===== src/rtl/pwm_pkg.sv =====
`default_nettype none
package pwm_pkg;
    localparam int CLK_NS = 40;
    localparam int TB0_NS = 1000000;
    localparam int TB1_NS = 10000000;
    localparam int TB2_NS = 100000000;
    localparam int TB3_NS = 1000000000;
    localparam int PRE_W = 26;
    localparam int DIV_STEPS = 32;
    localparam int GAIN_SCALE = 100;

    localparam logic [7:0] ADR_CTRL = 8'h00;
    localparam logic [7:0] ADR_GAIN = 8'h04;
    localparam logic [7:0] ADR_OFFSET = 8'h08;
    localparam logic [7:0] ADR_LO = 8'h0c;
    localparam logic [7:0] ADR_HI = 8'h10;
    localparam logic [7:0] ADR_PERIOD = 8'h14;
    localparam logic [7:0] ADR_STATUS = 8'h18;
    localparam logic [7:0] ADR_WORK = 8'h1c;

    localparam int CTRL_SRC_B = 0;
    localparam int CTRL_TB_LSB = 1;
    localparam int CTRL_DEC_LSB = 4;
    localparam int STAT_PULSE_B = 0;
    localparam int STAT_RUN_B = 1;
    localparam int STAT_VALID_B = 2;

    localparam logic signed [15:0] GAIN_MAX = 16'h03e8;
    localparam logic signed [15:0] OFFS_MAX = 16'h2710;
    localparam logic signed [15:0] LIM_MAX = 16'h4e20;
    localparam logic [1:0] DEC_MAX = 2'h3;
    localparam logic [1:0] RESP_OKAY = 2'h0;
    localparam logic [1:0] RESP_SLVERR = 2'h2;

    typedef enum logic [1:0] {ST_IDLE, ST_CALC, ST_RUN} run_st_t;
    typedef enum logic [1:0] {CLS_LOW, CLS_MID, CLS_FULL} duty_cls_t;

    typedef struct packed {
        logic src;
        logic [1:0] tb;
        logic [1:0] dec;
        logic signed [15:0] gain;
        logic signed [15:0] offset;
        logic signed [15:0] lo;
        logic signed [15:0] hi;
        logic [15:0] period;
    } cfg_t;

    localparam cfg_t CFG_RST = '{src: 1'h0, tb: 2'h0, dec: 2'h0, gain: 16'h0064,
        offset: 16'h0000, lo: 16'h0000, hi: 16'h03e8, period: 16'h0004};

    typedef struct packed {
        logic [31:0] awaddr;
        logic awvalid;
        logic [31:0] wdata;
        logic [3:0] wstrb;
        logic wvalid;
        logic bready;
        logic [31:0] araddr;
        logic arvalid;
        logic rready;
    } axil_req_t;

    typedef struct packed {
        logic awready;
        logic wready;
        logic [1:0] bresp;
        logic bvalid;
        logic arready;
        logic [31:0] rdata;
        logic [1:0] rresp;
        logic rvalid;
    } axil_rsp_t;

    localparam axil_rsp_t RSP_RST = '{awready: 1'h1, wready: 1'h1, bresp: 2'h0, bvalid: 1'h0,
        arready: 1'h1, rdata: 32'h0, rresp: 2'h0, rvalid: 1'h0};
endpackage : pwm_pkg
`default_nettype wire


===== src/rtl/duty_div.sv =====
`timescale 1ns/1ps
`default_nettype none
module duty_div (
    // Clock and reset
    input wire logic sys_clk_i,
    input wire logic reset_i,
    // Operands
    input wire logic start_i,
    input wire logic [31:0] dividend_i,
    input wire logic [15:0] divisor_i,
    // Result
    output logic done_o,
    output logic [15:0] quot_o
);
    import pwm_pkg::*;

    logic [5:0] cnt_r, cnt_nxt;
    logic busy_r, busy_nxt;
    logic done_r, done_nxt;
    logic [16:0] rem_r, rem_nxt;
    logic [31:0] q_r, q_nxt;
    logic [16:0] trial;

    // Restoring division, one quotient bit per clock
    always_comb begin
        cnt_nxt = cnt_r;
        busy_nxt = busy_r;
        rem_nxt = rem_r;
        q_nxt = q_r;
        done_nxt = 1'b0;
        trial = {rem_r[15:0], q_r[31]};
        if (start_i) begin
            cnt_nxt = '0;
            busy_nxt = 1'b1;
            rem_nxt = '0;
            q_nxt = dividend_i;
        end else if (busy_r) begin
            q_nxt = {q_r[30:0], 1'b0};
            if (trial >= {1'b0, divisor_i}) begin
                rem_nxt = trial - {1'b0, divisor_i};
                q_nxt[0] = 1'b1;
            end else begin
                rem_nxt = trial;
            end
            cnt_nxt = cnt_r + 6'h01;
            if (cnt_r == 6'(DIV_STEPS - 1)) begin
                busy_nxt = 1'b0;
                done_nxt = 1'b1;
            end
        end
    end

    always_ff @(posedge sys_clk_i or posedge reset_i) begin
        if (reset_i) begin
            cnt_r <= '0;
            busy_r <= 1'b0;
            done_r <= 1'b0;
            rem_r <= '0;
            q_r <= '0;
        end else begin
            cnt_r <= cnt_nxt;
            busy_r <= busy_nxt;
            done_r <= done_nxt;
            rem_r <= rem_nxt;
            q_r <= q_nxt;
        end
    end

    assign done_o = done_r;
    assign quot_o = q_r[15:0];
endmodule : duty_div
`default_nettype wire


===== src/rtl/pwm_top.sv =====
`timescale 1ns/1ps
`default_nettype none
module pwm_top #(
    parameter int TB0_CYC = pwm_pkg::TB0_NS / pwm_pkg::CLK_NS,
    parameter int TB1_CYC = pwm_pkg::TB1_NS / pwm_pkg::CLK_NS,
    parameter int TB2_CYC = pwm_pkg::TB2_NS / pwm_pkg::CLK_NS,
    parameter int TB3_CYC = pwm_pkg::TB3_NS / pwm_pkg::CLK_NS
) (
    // Clock and reset
    input wire logic sys_clk_i,
    input wire logic reset_i,
    // Register bus
    input wire pwm_pkg::axil_req_t axi_req_i,
    output pwm_pkg::axil_rsp_t axi_rsp_o,
    // Function inputs
    input wire logic run_trigger_i,
    input wire logic signed [15:0] analog_sample_i,
    input wire logic [15:0] period_live_i,
    // Pulse output
    output logic pulse_o
);
    import pwm_pkg::*;

    function automatic logic signed [15:0] sat_f(input logic signed [31:0] v,
                                                 input logic signed [15:0] lim);
        if (v > 32'(lim)) return lim;
        if (v < -32'(lim)) return -lim;
        return v[15:0];
    endfunction : sat_f

    function automatic logic [31:0] merge_f(input logic [31:0] old, input logic [31:0] d,
                                            input logic [3:0] s);
        logic [31:0] r;
        r = old;
        for (int i = 0; i < 4; i++) begin
            if (s[i]) r[8*i +: 8] = d[8*i +: 8];
        end
        return r;
    endfunction : merge_f

    function automatic logic signed [31:0] work_f(input logic signed [15:0] a,
                                                  input logic signed [15:0] g,
                                                  input logic signed [15:0] o);
        logic signed [31:0] p;
        p = (32'(a) * 32'(g)) / GAIN_SCALE;
        return p + 32'(o);
    endfunction : work_f

    function automatic logic [PRE_W-1:0] tb_last_f(input logic [1:0] tb);
        case (tb)
            2'h0: return PRE_W'(TB0_CYC - 1);
            2'h1: return PRE_W'(TB1_CYC - 1);
            2'h2: return PRE_W'(TB2_CYC - 1);
            default: return PRE_W'(TB3_CYC - 1);
        endcase
    endfunction : tb_last_f

    // Register bus state
    axil_rsp_t rsp_r, rsp_nxt;
    cfg_t cfg_r, cfg_nxt;
    logic [7:0] aw_addr_r, aw_addr_nxt;
    logic aw_held_r, aw_held_nxt;
    logic [31:0] w_data_r, w_data_nxt;
    logic [3:0] w_strb_r, w_strb_nxt;
    logic w_held_r, w_held_nxt;
    logic [31:0] wv;

    // Datapath state
    run_st_t st_r, st_nxt;
    logic trig_d_r;
    logic signed [31:0] work_r;
    logic kick_r, start_r, start_nxt;
    duty_cls_t cls_r, cls_nxt;
    logic [15:0] cap_per_r, cap_per_nxt;
    logic [15:0] num_r, num_nxt;
    logic [15:0] span_r, span_nxt;
    logic [15:0] duty_r, duty_nxt;
    logic [15:0] dper_r, dper_nxt;
    logic duty_ok_r, duty_ok_nxt;
    logic [PRE_W-1:0] pre_r, pre_nxt;
    logic [15:0] tick_r, tick_nxt;
    logic [15:0] per_r, per_nxt;
    logic [15:0] high_r, high_nxt;
    logic pulse_r, pulse_nxt;
    logic trig_rise;
    logic div_done;
    logic [15:0] quot;

    assign trig_rise = run_trigger_i && !trig_d_r;

    always_comb begin
        rsp_nxt = rsp_r;
        cfg_nxt = cfg_r;
        aw_addr_nxt = aw_addr_r;
        aw_held_nxt = aw_held_r;
        w_data_nxt = w_data_r;
        w_strb_nxt = w_strb_r;
        w_held_nxt = w_held_r;
        wv = '0;
        if (axi_req_i.awvalid && rsp_r.awready) begin
            aw_held_nxt = 1'b1;
            aw_addr_nxt = axi_req_i.awaddr[31:8] == '0 ? axi_req_i.awaddr[7:0] : 8'hff;
        end
        if (axi_req_i.wvalid && rsp_r.wready) begin
            w_held_nxt = 1'b1;
            w_data_nxt = axi_req_i.wdata;
            w_strb_nxt = axi_req_i.wstrb;
        end
        if (rsp_r.bvalid && axi_req_i.bready) rsp_nxt.bvalid = 1'b0;
        if (aw_held_nxt && w_held_nxt && !rsp_r.bvalid) begin
            aw_held_nxt = 1'b0;
            w_held_nxt = 1'b0;
            rsp_nxt.bvalid = 1'b1;
            rsp_nxt.bresp = RESP_OKAY;
            case (aw_addr_nxt)
                ADR_CTRL: begin
                    wv = merge_f({26'h0, cfg_r.dec, 1'b0, cfg_r.tb, cfg_r.src}, w_data_nxt, w_strb_nxt);
                    cfg_nxt.src = wv[CTRL_SRC_B];
                    cfg_nxt.tb = wv[CTRL_TB_LSB +: 2];
                    cfg_nxt.dec = wv[CTRL_DEC_LSB +: 2] & DEC_MAX;
                end
                ADR_GAIN: cfg_nxt.gain = sat_f(merge_f(32'(cfg_r.gain), w_data_nxt, w_strb_nxt), GAIN_MAX);
                ADR_OFFSET: cfg_nxt.offset = sat_f(merge_f(32'(cfg_r.offset), w_data_nxt, w_strb_nxt), OFFS_MAX);
                ADR_LO: cfg_nxt.lo = sat_f(merge_f(32'(cfg_r.lo), w_data_nxt, w_strb_nxt), LIM_MAX);
                ADR_HI: cfg_nxt.hi = sat_f(merge_f(32'(cfg_r.hi), w_data_nxt, w_strb_nxt), LIM_MAX);
                ADR_PERIOD: begin
                    wv = merge_f({16'h0, cfg_r.period}, w_data_nxt, w_strb_nxt);
                    cfg_nxt.period = wv[15:0];
                end
                ADR_STATUS, ADR_WORK: rsp_nxt.bresp = RESP_OKAY;
                default: rsp_nxt.bresp = RESP_SLVERR;
            endcase
        end
        rsp_nxt.awready = !aw_held_nxt && !rsp_nxt.bvalid;
        rsp_nxt.wready = !w_held_nxt && !rsp_nxt.bvalid;
        if (rsp_r.rvalid && axi_req_i.rready) rsp_nxt.rvalid = 1'b0;
        if (axi_req_i.arvalid && rsp_r.arready) begin
            rsp_nxt.rvalid = 1'b1;
            rsp_nxt.rresp = RESP_OKAY;
            rsp_nxt.rdata = '0;
            case (axi_req_i.araddr[31:8] == '0 ? axi_req_i.araddr[7:0] : 8'hff)
                ADR_CTRL: rsp_nxt.rdata = {26'h0, cfg_r.dec, 1'b0, cfg_r.tb, cfg_r.src};
                ADR_GAIN: rsp_nxt.rdata = 32'(cfg_r.gain);
                ADR_OFFSET: rsp_nxt.rdata = 32'(cfg_r.offset);
                ADR_LO: rsp_nxt.rdata = 32'(cfg_r.lo);
                ADR_HI: rsp_nxt.rdata = 32'(cfg_r.hi);
                ADR_PERIOD: rsp_nxt.rdata = {16'h0, cfg_r.period};
                ADR_STATUS: begin
                    rsp_nxt.rdata[STAT_PULSE_B] = pulse_r;
                    rsp_nxt.rdata[STAT_RUN_B] = st_r == ST_RUN;
                    rsp_nxt.rdata[STAT_VALID_B] = duty_ok_r;
                end
                ADR_WORK: rsp_nxt.rdata = work_r;
                default: rsp_nxt.rresp = RESP_SLVERR;
            endcase
        end
        rsp_nxt.arready = !rsp_nxt.rvalid;
    end

    // Duty is recomputed back to back in the background, so each period
    // picks up the newest result without stalling the output.
    always_comb begin
        start_nxt = !kick_r || div_done;
        cls_nxt = cls_r;
        cap_per_nxt = cap_per_r;
        num_nxt = num_r;
        span_nxt = span_r;
        duty_nxt = duty_r;
        dper_nxt = dper_r;
        duty_ok_nxt = duty_ok_r;
        if (start_nxt) begin
            cap_per_nxt = cfg_r.src ? period_live_i : cfg_r.period;
            num_nxt = 16'(work_r - 32'(cfg_r.lo));
            span_nxt = 16'(32'(cfg_r.hi) - 32'(cfg_r.lo));
            if (work_r <= 32'(cfg_r.lo)) cls_nxt = CLS_LOW;
            else if (work_r >= 32'(cfg_r.hi)) cls_nxt = CLS_FULL;
            else cls_nxt = CLS_MID;
        end
        if (div_done) begin
            case (cls_r)
                CLS_MID: duty_nxt = quot;
                CLS_FULL: duty_nxt = cap_per_r;
                default: duty_nxt = '0;
            endcase
            dper_nxt = cap_per_r;
            duty_ok_nxt = 1'b1;
        end
        if (st_r == ST_IDLE && trig_rise) duty_ok_nxt = 1'b0;
    end

    duty_div u_div (
        .sys_clk_i(sys_clk_i),
        .reset_i(reset_i),
        .start_i(start_r),
        .dividend_i(cls_r == CLS_MID ? 32'(num_r) * 32'(cap_per_r) : 32'h0),
        .divisor_i(cls_r == CLS_MID ? span_r : 16'h0001),
        .done_o(div_done),
        .quot_o(quot)
    );

    always_comb begin
        st_nxt = st_r;
        pre_nxt = pre_r;
        tick_nxt = tick_r;
        per_nxt = per_r;
        high_nxt = high_r;
        case (st_r)
            ST_IDLE: if (trig_rise) st_nxt = ST_CALC;
            ST_CALC: begin
                if (!run_trigger_i) st_nxt = ST_IDLE;
                else if (duty_ok_r) begin
                    st_nxt = ST_RUN;
                    pre_nxt = '0;
                    tick_nxt = '0;
                    per_nxt = dper_r;
                    high_nxt = duty_r;
                end
            end
            ST_RUN: begin
                if (!run_trigger_i) st_nxt = ST_IDLE;
                else if (pre_r >= tb_last_f(cfg_r.tb)) begin
                    pre_nxt = '0;
                    if (17'(tick_r) + 17'h1 >= 17'(per_r)) begin
                        tick_nxt = '0;
                        per_nxt = dper_r;
                        high_nxt = duty_r;
                    end else begin
                        tick_nxt = tick_r + 16'h0001;
                    end
                end else begin
                    pre_nxt = pre_r + PRE_W'(1);
                end
            end
            default: st_nxt = ST_IDLE;
        endcase
        pulse_nxt = st_nxt == ST_RUN && tick_nxt < high_nxt;
    end

    always_ff @(posedge sys_clk_i or posedge reset_i) begin
        if (reset_i) begin
            rsp_r <= RSP_RST;
            cfg_r <= CFG_RST;
            aw_addr_r <= '0;
            aw_held_r <= 1'b0;
            w_data_r <= '0;
            w_strb_r <= '0;
            w_held_r <= 1'b0;
            st_r <= ST_IDLE;
            trig_d_r <= 1'b0;
            work_r <= '0;
            kick_r <= 1'b0;
            start_r <= 1'b0;
            cls_r <= CLS_LOW;
            cap_per_r <= '0;
            num_r <= '0;
            span_r <= '0;
            duty_r <= '0;
            dper_r <= '0;
            duty_ok_r <= 1'b0;
            pre_r <= '0;
            tick_r <= '0;
            per_r <= '0;
            high_r <= '0;
            pulse_r <= 1'b0;
        end else begin
            rsp_r <= rsp_nxt;
            cfg_r <= cfg_nxt;
            aw_addr_r <= aw_addr_nxt;
            aw_held_r <= aw_held_nxt;
            w_data_r <= w_data_nxt;
            w_strb_r <= w_strb_nxt;
            w_held_r <= w_held_nxt;
            st_r <= st_nxt;
            trig_d_r <= run_trigger_i;
            work_r <= work_f(analog_sample_i, cfg_r.gain, cfg_r.offset);
            kick_r <= 1'b1;
            start_r <= start_nxt;
            cls_r <= cls_nxt;
            cap_per_r <= cap_per_nxt;
            num_r <= num_nxt;
            span_r <= span_nxt;
            duty_r <= duty_nxt;
            dper_r <= dper_nxt;
            duty_ok_r <= duty_ok_nxt;
            pre_r <= pre_nxt;
            tick_r <= tick_nxt;
            per_r <= per_nxt;
            high_r <= high_nxt;
            pulse_r <= pulse_nxt;
        end
    end

    assign axi_rsp_o = rsp_r;
    assign pulse_o = pulse_r;
endmodule : pwm_top
`default_nettype wire


===== src/testbench/analog_partner.sv =====
`timescale 1ns/1ps
`default_nettype none
module analog_partner (
    // Clock and reset
    input wire logic sys_clk_i,
    input wire logic reset_i,
    // Values requested by the bench
    input wire logic signed [15:0] sample_set_i,
    input wire logic [15:0] period_set_i,
    // Digital load side
    input wire logic pulse_i,
    output logic signed [15:0] analog_sample_o,
    output logic [15:0] period_live_o,
    output logic [15:0] rises_o
);
    logic pulse_d;

    // Source values change only at clock edges, like a scanned function output
    always_ff @(posedge sys_clk_i or posedge reset_i) begin
        if (reset_i) begin
            analog_sample_o <= 16'sh0000;
            period_live_o <= 16'h0000;
            pulse_d <= 1'b0;
            rises_o <= 16'h0000;
        end else begin
            analog_sample_o <= sample_set_i;
            period_live_o <= period_set_i;
            pulse_d <= pulse_i;
            if (pulse_i && !pulse_d) begin
                rises_o <= rises_o + 16'h0001;
            end
        end
    end
endmodule : analog_partner
`default_nettype wire


===== src/testbench/tb.sv =====
`timescale 1ns/1ps
`default_nettype none
module tb;
    import pwm_pkg::*;
    typedef struct {
        logic [31:0] ctrl;
        int gain;
        int offs;
        int samp;
        int lo;
        int hi;
        int per;
        int live;
    } case_t;
    localparam int TBC [4] = '{2, 3, 4, 5};
    logic sys_clk_i;
    logic reset_i;
    axil_req_t axi_req;
    axil_rsp_t axi_rsp;
    logic run_trigger;
    logic signed [15:0] analog_sample;
    logic [15:0] period_live;
    logic pulse;
    logic signed [15:0] samp_set;
    logic [15:0] per_set;
    logic [15:0] rises;
    int n_errors;
    int num_checks;
    case_t cases [8];
    logic [7:0] ra [7];
    logic [31:0] rv [7];
    logic [31:0] d;
    logic [1:0] r;

    pwm_top #(.TB0_CYC(2), .TB1_CYC(3), .TB2_CYC(4), .TB3_CYC(5)) dut (
        .sys_clk_i(sys_clk_i), .reset_i(reset_i), .axi_req_i(axi_req), .axi_rsp_o(axi_rsp),
        .run_trigger_i(run_trigger), .analog_sample_i(analog_sample), .period_live_i(period_live),
        .pulse_o(pulse));
    analog_partner partner (
        .sys_clk_i(sys_clk_i), .reset_i(reset_i), .sample_set_i(samp_set), .period_set_i(per_set),
        .pulse_i(pulse), .analog_sample_o(analog_sample), .period_live_o(period_live), .rises_o(rises));

    initial begin
        sys_clk_i = 1'b0;
        forever #20 sys_clk_i = ~sys_clk_i;
    end

    task automatic stop_test();
        $display("checks %0d mismatches %0d", num_checks, n_errors);
        if (n_errors == 0 && num_checks > 0) begin
            $display("STATUS OK");
        end else begin
            $display("STATUS NOT OK");
        end
        $finish;
    endtask : stop_test

    task automatic chk(input string name, input logic [31:0] exp, input logic [31:0] got);
        num_checks++;
        if (got !== exp) begin
            n_errors++;
            $display("unexpected %s: expected %h seen %h", name, exp, got);
        end
    endtask : chk

    task automatic axi_wr(input logic [7:0] a, input logic [31:0] v, output logic [1:0] resp);
        int i;
        logic aw;
        logic w;
        @(posedge sys_clk_i);
        axi_req.awaddr <= {24'h0, a};
        axi_req.wdata <= v;
        axi_req.wstrb <= 4'hf;
        axi_req.awvalid <= 1'b1;
        axi_req.wvalid <= 1'b1;
        axi_req.bready <= 1'b1;
        aw = 1'b1;
        w = 1'b1;
        for (i = 0; i < 100; i++) begin
            @(posedge sys_clk_i);
            if (axi_rsp.bvalid === 1'b1) begin
                resp = axi_rsp.bresp;
                axi_req.bready <= 1'b0;
                break;
            end
            if (aw && axi_rsp.awready === 1'b1) begin
                aw = 1'b0;
                axi_req.awvalid <= 1'b0;
            end
            if (w && axi_rsp.wready === 1'b1) begin
                w = 1'b0;
                axi_req.wvalid <= 1'b0;
            end
        end
        if (i == 100) begin
            n_errors++;
            stop_test();
        end
    endtask : axi_wr

    task automatic axi_rd(input logic [7:0] a, output logic [31:0] v, output logic [1:0] resp);
        int i;
        logic ar;
        @(posedge sys_clk_i);
        axi_req.araddr <= {24'h0, a};
        axi_req.arvalid <= 1'b1;
        axi_req.rready <= 1'b1;
        ar = 1'b1;
        for (i = 0; i < 100; i++) begin
            @(posedge sys_clk_i);
            if (axi_rsp.rvalid === 1'b1) begin
                v = axi_rsp.rdata;
                resp = axi_rsp.rresp;
                axi_req.rready <= 1'b0;
                break;
            end
            if (ar && axi_rsp.arready === 1'b1) begin
                ar = 1'b0;
                axi_req.arvalid <= 1'b0;
            end
        end
        if (i == 100) begin
            n_errors++;
            stop_test();
        end
    endtask : axi_rd

    task automatic run_case(input case_t c);
        logic [31:0] v;
        logic [31:0] m;
        logic [1:0] rs;
        int work, h, p, tc, i, hc;
        logic [15:0] r0;
        @(posedge sys_clk_i);
        run_trigger <= 1'b0;
        repeat (2) @(negedge sys_clk_i);
        chk("pulse idle", 32'h0, {31'h0, pulse});
        axi_wr(ADR_CTRL, c.ctrl, rs);
        axi_wr(ADR_GAIN, c.gain, rs);
        axi_wr(ADR_OFFSET, c.offs, rs);
        axi_wr(ADR_LO, c.lo, rs);
        axi_wr(ADR_HI, c.hi, rs);
        axi_wr(ADR_PERIOD, c.per, rs);
        samp_set <= c.samp[15:0];
        per_set <= c.live[15:0];
        // Background divide must have captured the new settings before the edge
        repeat (40) @(posedge sys_clk_i);
        work = c.samp * c.gain / GAIN_SCALE + c.offs;
        axi_rd(ADR_WORK, v, rs);
        chk("working value", work, v);
        p = c.ctrl[0] ? c.live : c.per;
        tc = TBC[c.ctrl[2:1]];
        h = (work <= c.lo) ? 0 : (work >= c.hi) ? p : (work - c.lo) * p / (c.hi - c.lo);
        run_trigger <= 1'b1;
        for (i = 0; i < 200; i++) begin
            @(negedge sys_clk_i);
            if (pulse === 1'b1) break;
        end
        if (i == 200 && h != 0) begin
            n_errors++;
            stop_test();
        end
        r0 = rises;
        hc = 0;
        // Window of three whole periods, aligned to the first rising edge
        for (i = 0; i < 3 * p * tc; i++) begin
            @(negedge sys_clk_i);
            if (pulse === 1'b1) hc++;
        end
        chk("high cycles", 3 * h * tc, hc);
        // A full-high train rises only once, at its start
        chk("rises", (h == 0) ? 0 : (h < p) ? 3 : 1, rises - r0);
        m = (32'h1 << STAT_RUN_B) | (32'h1 << STAT_VALID_B);
        axi_rd(ADR_STATUS, v, rs);
        chk("status running", m, v & m);
    endtask : run_case

    initial begin
        axi_req = '0;
        run_trigger = 1'b0;
        samp_set = 16'sh0000;
        per_set = 16'h0000;
        n_errors = 0;
        num_checks = 0;
        reset_i = 1'b1;
        repeat (12) @(posedge sys_clk_i);
        reset_i <= 1'b0;
        ra = '{ADR_CTRL, ADR_GAIN, ADR_OFFSET, ADR_LO, ADR_HI, ADR_PERIOD, ADR_STATUS};
        rv = '{32'h0, 32'h64, 32'h0, 32'h0, 32'h3e8, 32'h4, 32'h0};
        for (int k = 0; k < 7; k++) begin
            axi_rd(ra[k], d, r);
            chk("reset value", rv[k], d);
        end
        $display("test reset values done");
        // Out-of-range writes saturate to the legal limits
        ra[0:4] = '{ADR_GAIN, ADR_GAIN, ADR_OFFSET, ADR_LO, ADR_HI};
        rv[0:4] = '{32'h7d0, 32'hfffff830, 32'h4e20, 32'hffff8ad0, 32'h7530};
        cases[0:4] = '{'{0, 1000, 0, 0, 0, 0, 0, 0}, '{0, -1000, 0, 0, 0, 0, 0, 0}, '{0, 10000, 0, 0, 0, 0, 0, 0},
            '{0, -20000, 0, 0, 0, 0, 0, 0}, '{0, 20000, 0, 0, 0, 0, 0, 0}};
        for (int k = 0; k < 5; k++) begin
            axi_wr(ra[k], rv[k], r);
            axi_rd(ra[k], d, r);
            chk("saturated value", cases[k].gain, d);
        end
        $display("test saturation done");
        axi_wr(8'h20, 32'h1, r);
        chk("unmapped bresp", RESP_SLVERR, r);
        axi_rd(8'h20, d, r);
        chk("unmapped rresp", RESP_SLVERR, r);
        chk("unmapped rdata", 32'h0, d);
        axi_wr(ADR_STATUS, 32'hffffffff, r);
        chk("status write bresp", RESP_OKAY, r);
        $display("test unmapped done");
        cases = '{'{32'h00, 100, 0, 500, 0, 1000, 4, 9}, '{32'h02, 100, 0, 300, 0, 1000, 10, 9},
            '{32'h34, 150, 100, 200, 0, 1000, 5, 9}, '{32'h06, 100, 0, -100, -500, 500, 4, 9},
            '{32'h00, 100, 0, 0, 0, 1000, 4, 9}, '{32'h00, 100, 0, 1200, 0, 1000, 4, 9},
            '{32'h01, 100, 0, 500, 0, 1000, 4, 6}, '{32'h00, -200, 0, -300, 0, 1000, 5, 9}};
        for (int k = 0; k < 8; k++) begin
            run_case(cases[k]);
            $display("test pulse case %0d done", k);
        end
        stop_test();
    end
endmodule : tb
`default_nettype wire

===== config.mk =====
export PLATFORM = sky130hd
export DESIGN_NAME = pwm_top
export DESIGN_NICKNAME = d
export VERILOG_FILES = /design/src/rtl/pwm_pkg.sv /design/src/rtl/duty_div.sv /design/src/rtl/pwm_top.sv /design/src/testbench/analog_partner.sv /design/src/testbench/tb.sv
export SDC_FILE = /design/constraint.sdc
export NUM_CORES = 2
export LEC_CHECK = 0
export CAP_MARGIN = 15
export CORE_MARGIN = 10
export CORE_UTILIZATION = 65
export DETAILED_ROUTE_END_ITERATION = 7
export DONT_BUFFER_PORTS = 1
export PLACE_DENSITY = 0.81
export SLEW_MARGIN = 20
export SYNTH_ARGS = -nofsm -noshare
export SYNTH_HDL_FRONTEND = slang
export SYNTH_SLANG_ARGS = --single-unit

===== constraint.sdc =====
create_clock -name sys_clk_i -period 36.2 [get_ports sys_clk_i]
set_input_delay 3.62 -clock sys_clk_i [delete_from_list [all_inputs] [get_ports sys_clk_i]]
set_output_delay 3.62 -clock sys_clk_i [all_outputs]
set_load 0.01 [all_outputs]

==> results by stage <==
Setup path:
- Counting stages on the worst path, the most repeated cell is a21oi_1.
- For flop-to-flop paths, the worst setup slack is 3750 ps.
- The critical path data arrival time is 34,590 ps.
- The maximum cell stage delay along the critical path is 630 ps.
- In this run the worst path has a maximum fanout of 16.
- STA classifies the critical path startpoint as a primary input.
- The data required time of the worst path is 36,700 ps.
- The slowest stage of the critical path belongs to the cell fa_1.
- The source of the worst register-to-register timing path is cfg_r[79].
- Among cell families on the critical path, the largest total delay comes from compound AO/OA/AOI/OAI gates.
- The number of buffers and inverters on the critical path is 8.
- Counting cells, the worst reg-to-reg path comes to 116.
- The startpoint-to-endpoint class of the critical path is in2reg.
- The kind of capture point of the worst setup path is a flop.
- The reg-to-reg endpoint is work_r[31].

Clocking:
- The library cell used as clock root buffer is clkbuf_16.
- The clock tree synthesis step divided the H-tree into 2 levels.
- The number of hold buffers added after CTS is 0.
- The number of buffers inserted during clock tree synthesis is 44.
- The clock sink count is 421.
- The clock insertion delay at the later pin of the skew report is 600 ps.
- The clock slew at the register clock pins of the worst setup and hold paths is 60 ps.
- TritonCTS built the clock tree.
- The maximum number of buffers from clock root to sink is 3.

GRT:
- The first global-routing pass estimated 239 mm of wire.
- The leftover overflow at the end of global routing is 0.
- The number of antenna violations at the first check in global routing is 7.
- The via count of the first global-routing pass is 44,500.
- Global routing consumed, over all layers together, 32.8% of the routing resources.
- Entering global routing, the biggest net connects 170 pins.

Synth:
- The most area-hungry cell type in the Yosys netlist is dfrtp_1.
- The post-synthesis async set-or-reset flop share is 100%.
- The XOR/XNOR share of the synthesized area is 4.53%.
- The mapped netlist covers 50,700 um2.
- Counting flops with a built-in enable in the synthesized netlist gives 0.
- Synthesis produced 5,850 cells.
- During synthesis, Yosys emitted a total of 0 warnings.
- Synthesis inferred 421 register bits.
- By area, the combinational part of the netlist is dominated by adder cells.
- Among all flip-flop cells after synthesis, the most frequent one is dfrtp_1.
- The share of synthesized area occupied by flip-flops and latches is 20.8%.
- In this run the mean area of a mapped cell was 8.67 um2.
- Summed over its instances, the top area cell type makes up 20.1% of the synthesized netlist area.
- The compound-gate portion of the synthesized area is 19.0%.
- Yosys instantiated no cell more often than inv_1.
- By area the synthesized netlist is led by dfrtp_1, fa_1, ha_1.
- By count the netlist is led by inv_1, nand2_1, fa_1.
- After synthesis, the netlist uses 130 different library cells.
- The fraction of synthesized area in multiplexers is 3.63%.
- The basic-gate share of the synthesized area counting and, or, nand and nor cells is 17.0%.
- The synthesized netlist devotes 27.6% of its cell area to adder and majority cells.

STA:
- The setup violation total in the final timing report is 0.
- Subtracting the final worst setup slack from the clock period gives 34,090 ps.
- Across the routed clock network, the largest skew measured is 34.8 ps.
- For the pin with the worst max-slew slack, the measured transition is 1160 ps.
- The total count of hold-check failures in the final report is 0.
- Headroom to the max-slew limit came out at 20.8%.
- The number of slew-limit violations in the final report is 0.
- The total negative setup slack is 0 ps.
- The highest achievable clock rate is 0.0293 GHz.
- The final cycle utilization of the critical path is 94.2%.

Routing:
- The routed design has 146 mm of wire.
- The pre-antenna-repair detailed-routing pass consisted of 8 iterations.
- The via density per instance is 6.40.
- The first routing iteration left 3,426 violations.
- After detailed routing, the average wire length per cell comes to 21.7 um.
- The total DRC errors in the routed layout is 0.
- The number of vias after detailed routing is 43,300.
- The remaining number of nets flagged by the antenna check after routing is 0.

Placed design:
- The half-perimeter wire length of the detailed placement result is 113 mm.
- The number of port buffers is 0.
- The routability congestion estimate is 0.997.

Outcome:
- The flow ran to the end, and the final reports show no timing, DRC or antenna violations.

Floorplan:
- For this configuration, the core starts out at a cell density of 65.5%.
- The die area is 89,600 um2.
- The number of ports placed on the die boundary is 182.
- The initialized floorplan defines 102 standard-cell rows.
- The horizontal die dimension is 299 um.
- The placeable core region is 77,500 um2.
- The height of the chip is 299 um.

Finish:
- Relative to the synthesized area, the layout overhead comes to 4.79%.
- In the final layout, the share of cells above drive strength 1 is 5.72%.
- The final standard cell utilization of the core is 68.6%.
- The number of nets in the layout is 6,662.
- Fill cells in the final layout number 6,209.

Worst hold path:
- The worst hold path begins at aw_held_r.
- Along the worst hold path, the cell count comes to 1.
- The worst hold path terminates at axi_rsp_o[40].
- The min-delay analysis places its worst path in the category reg2reg.

Run:
- The max-capacitance violation count is 0.
-- per-layer routing --
metal,up-vias,GRT usage (%),part of all wire [%]
li1,19800,-,-
met1,21300,39.4,38
met2,1788,56.2,49
met3,491,5.79,7.6
met4,6,16.3,5.4
met5,-,0,0.027
-- layout make-up --
cell class,count,area [um2],area share [%]
Antenna cell,6,15.0,0.0282
Multi-Input combinational cell,4422,36500,68.7
Clock inverter,18,238,0.447
Sequential cell,421,10600,19.9
Clock buffer,63,1310,2.47
Tap cell,1040,1300,2.45
Inverter,740,2790,5.24
Timing Repair Buffer,56,433,0.814
-- worst max-delay path by stage --
stage / startpoint / to / slack (ps) / cells past startpoint
2_1_floorplan: analog_sample_i[15] / work_r[31] / 5210 / 122
3_3_place_gp: analog_sample_i[15] / work_r[31] / 1880 / 117
3_5_place_dp: analog_sample_i[15] / work_r[31] / 890 / 118
4_1_cts: analog_sample_i[15] / work_r[31] / 1370 / 118
5_1_grt: analog_sample_i[15] / work_r[31] / -50 / 117
6_report: analog_sample_i[15] / work_r[31] / 2110 / 117
-- kinds of logic after synthesis --
kind of cell,Yosys count
XOR/XNOR,259
buffers and inverters,1008
flip-flops,421
adder cells (fa/ha/maj),843
other,2
AO/OA/AOI/OAI,1384
AND/OR/NAND/NOR,1757
multiplexers,176
-- metrics by stage --
step                area, um2  hold WS (ps)  cells  setup slack, ps
finish                  53200           415   6766             2110
global route            53200           453   6762            -45.8
CTS                     53000           410   6753             1370
detailed placement      51400           402   6672              890
global placement        51400           382   6672             1880
floorplan               50700           378   5851             5210
-- placed cells by master (no fill, tap or decap), types with 41 or more instances in the layout --
master,n
a211oi_1,41
a21o_1,67
a21oi_1,266
a22o_1,49
a31oi_1,47
and2_1,260
and3_1,52
buf_4,55
clkbuf_16,45
dfrtp_1,406
fa_1,459
ha_1,377
inv_1,735
mux2_2,46
mux2i_1,114
nand2_1,653
nand2b_1,69
nand3_1,91
nand4_1,72
nor2_1,278
nor2b_1,57
nor3_1,84
o21ai_0,292
o21bai_1,64
o22ai_1,67
xnor2_1,182
xor2_1,70
-- registers in the layout, indices dropped and copies added (netlist names), 26 cells and up --
name / count
pre_r: 26
u_div.q_r: 32
w_data_r: 32
axi_rsp_o: 39
cfg_r: 85
work_r: 32
-- worst reg2reg max path, delay by kind of cell, from the launching register on --
kind	cells	cell delay [ps]
adders and majority gates	10	4510
buffers and inverters	7	1390
xor gates and xnor gates	6	1630
and+or+nand+nor	23	6830
AOI/OAI and AO/OA	67	15800
muxes	3	1220
DFF	1	980
-- repair_timing --
| item | in CTS | in global routing |
|---|---|---|
| buffers inserted | 0 | 7 |
| gates resized for setup | 0 | 15 |
| setup endpoints to repair | 0 | 8 |
Power is left out: the tool's default activity adds up to more than one toggle a clock period on the data nets, which glitch-free logic cannot reach.
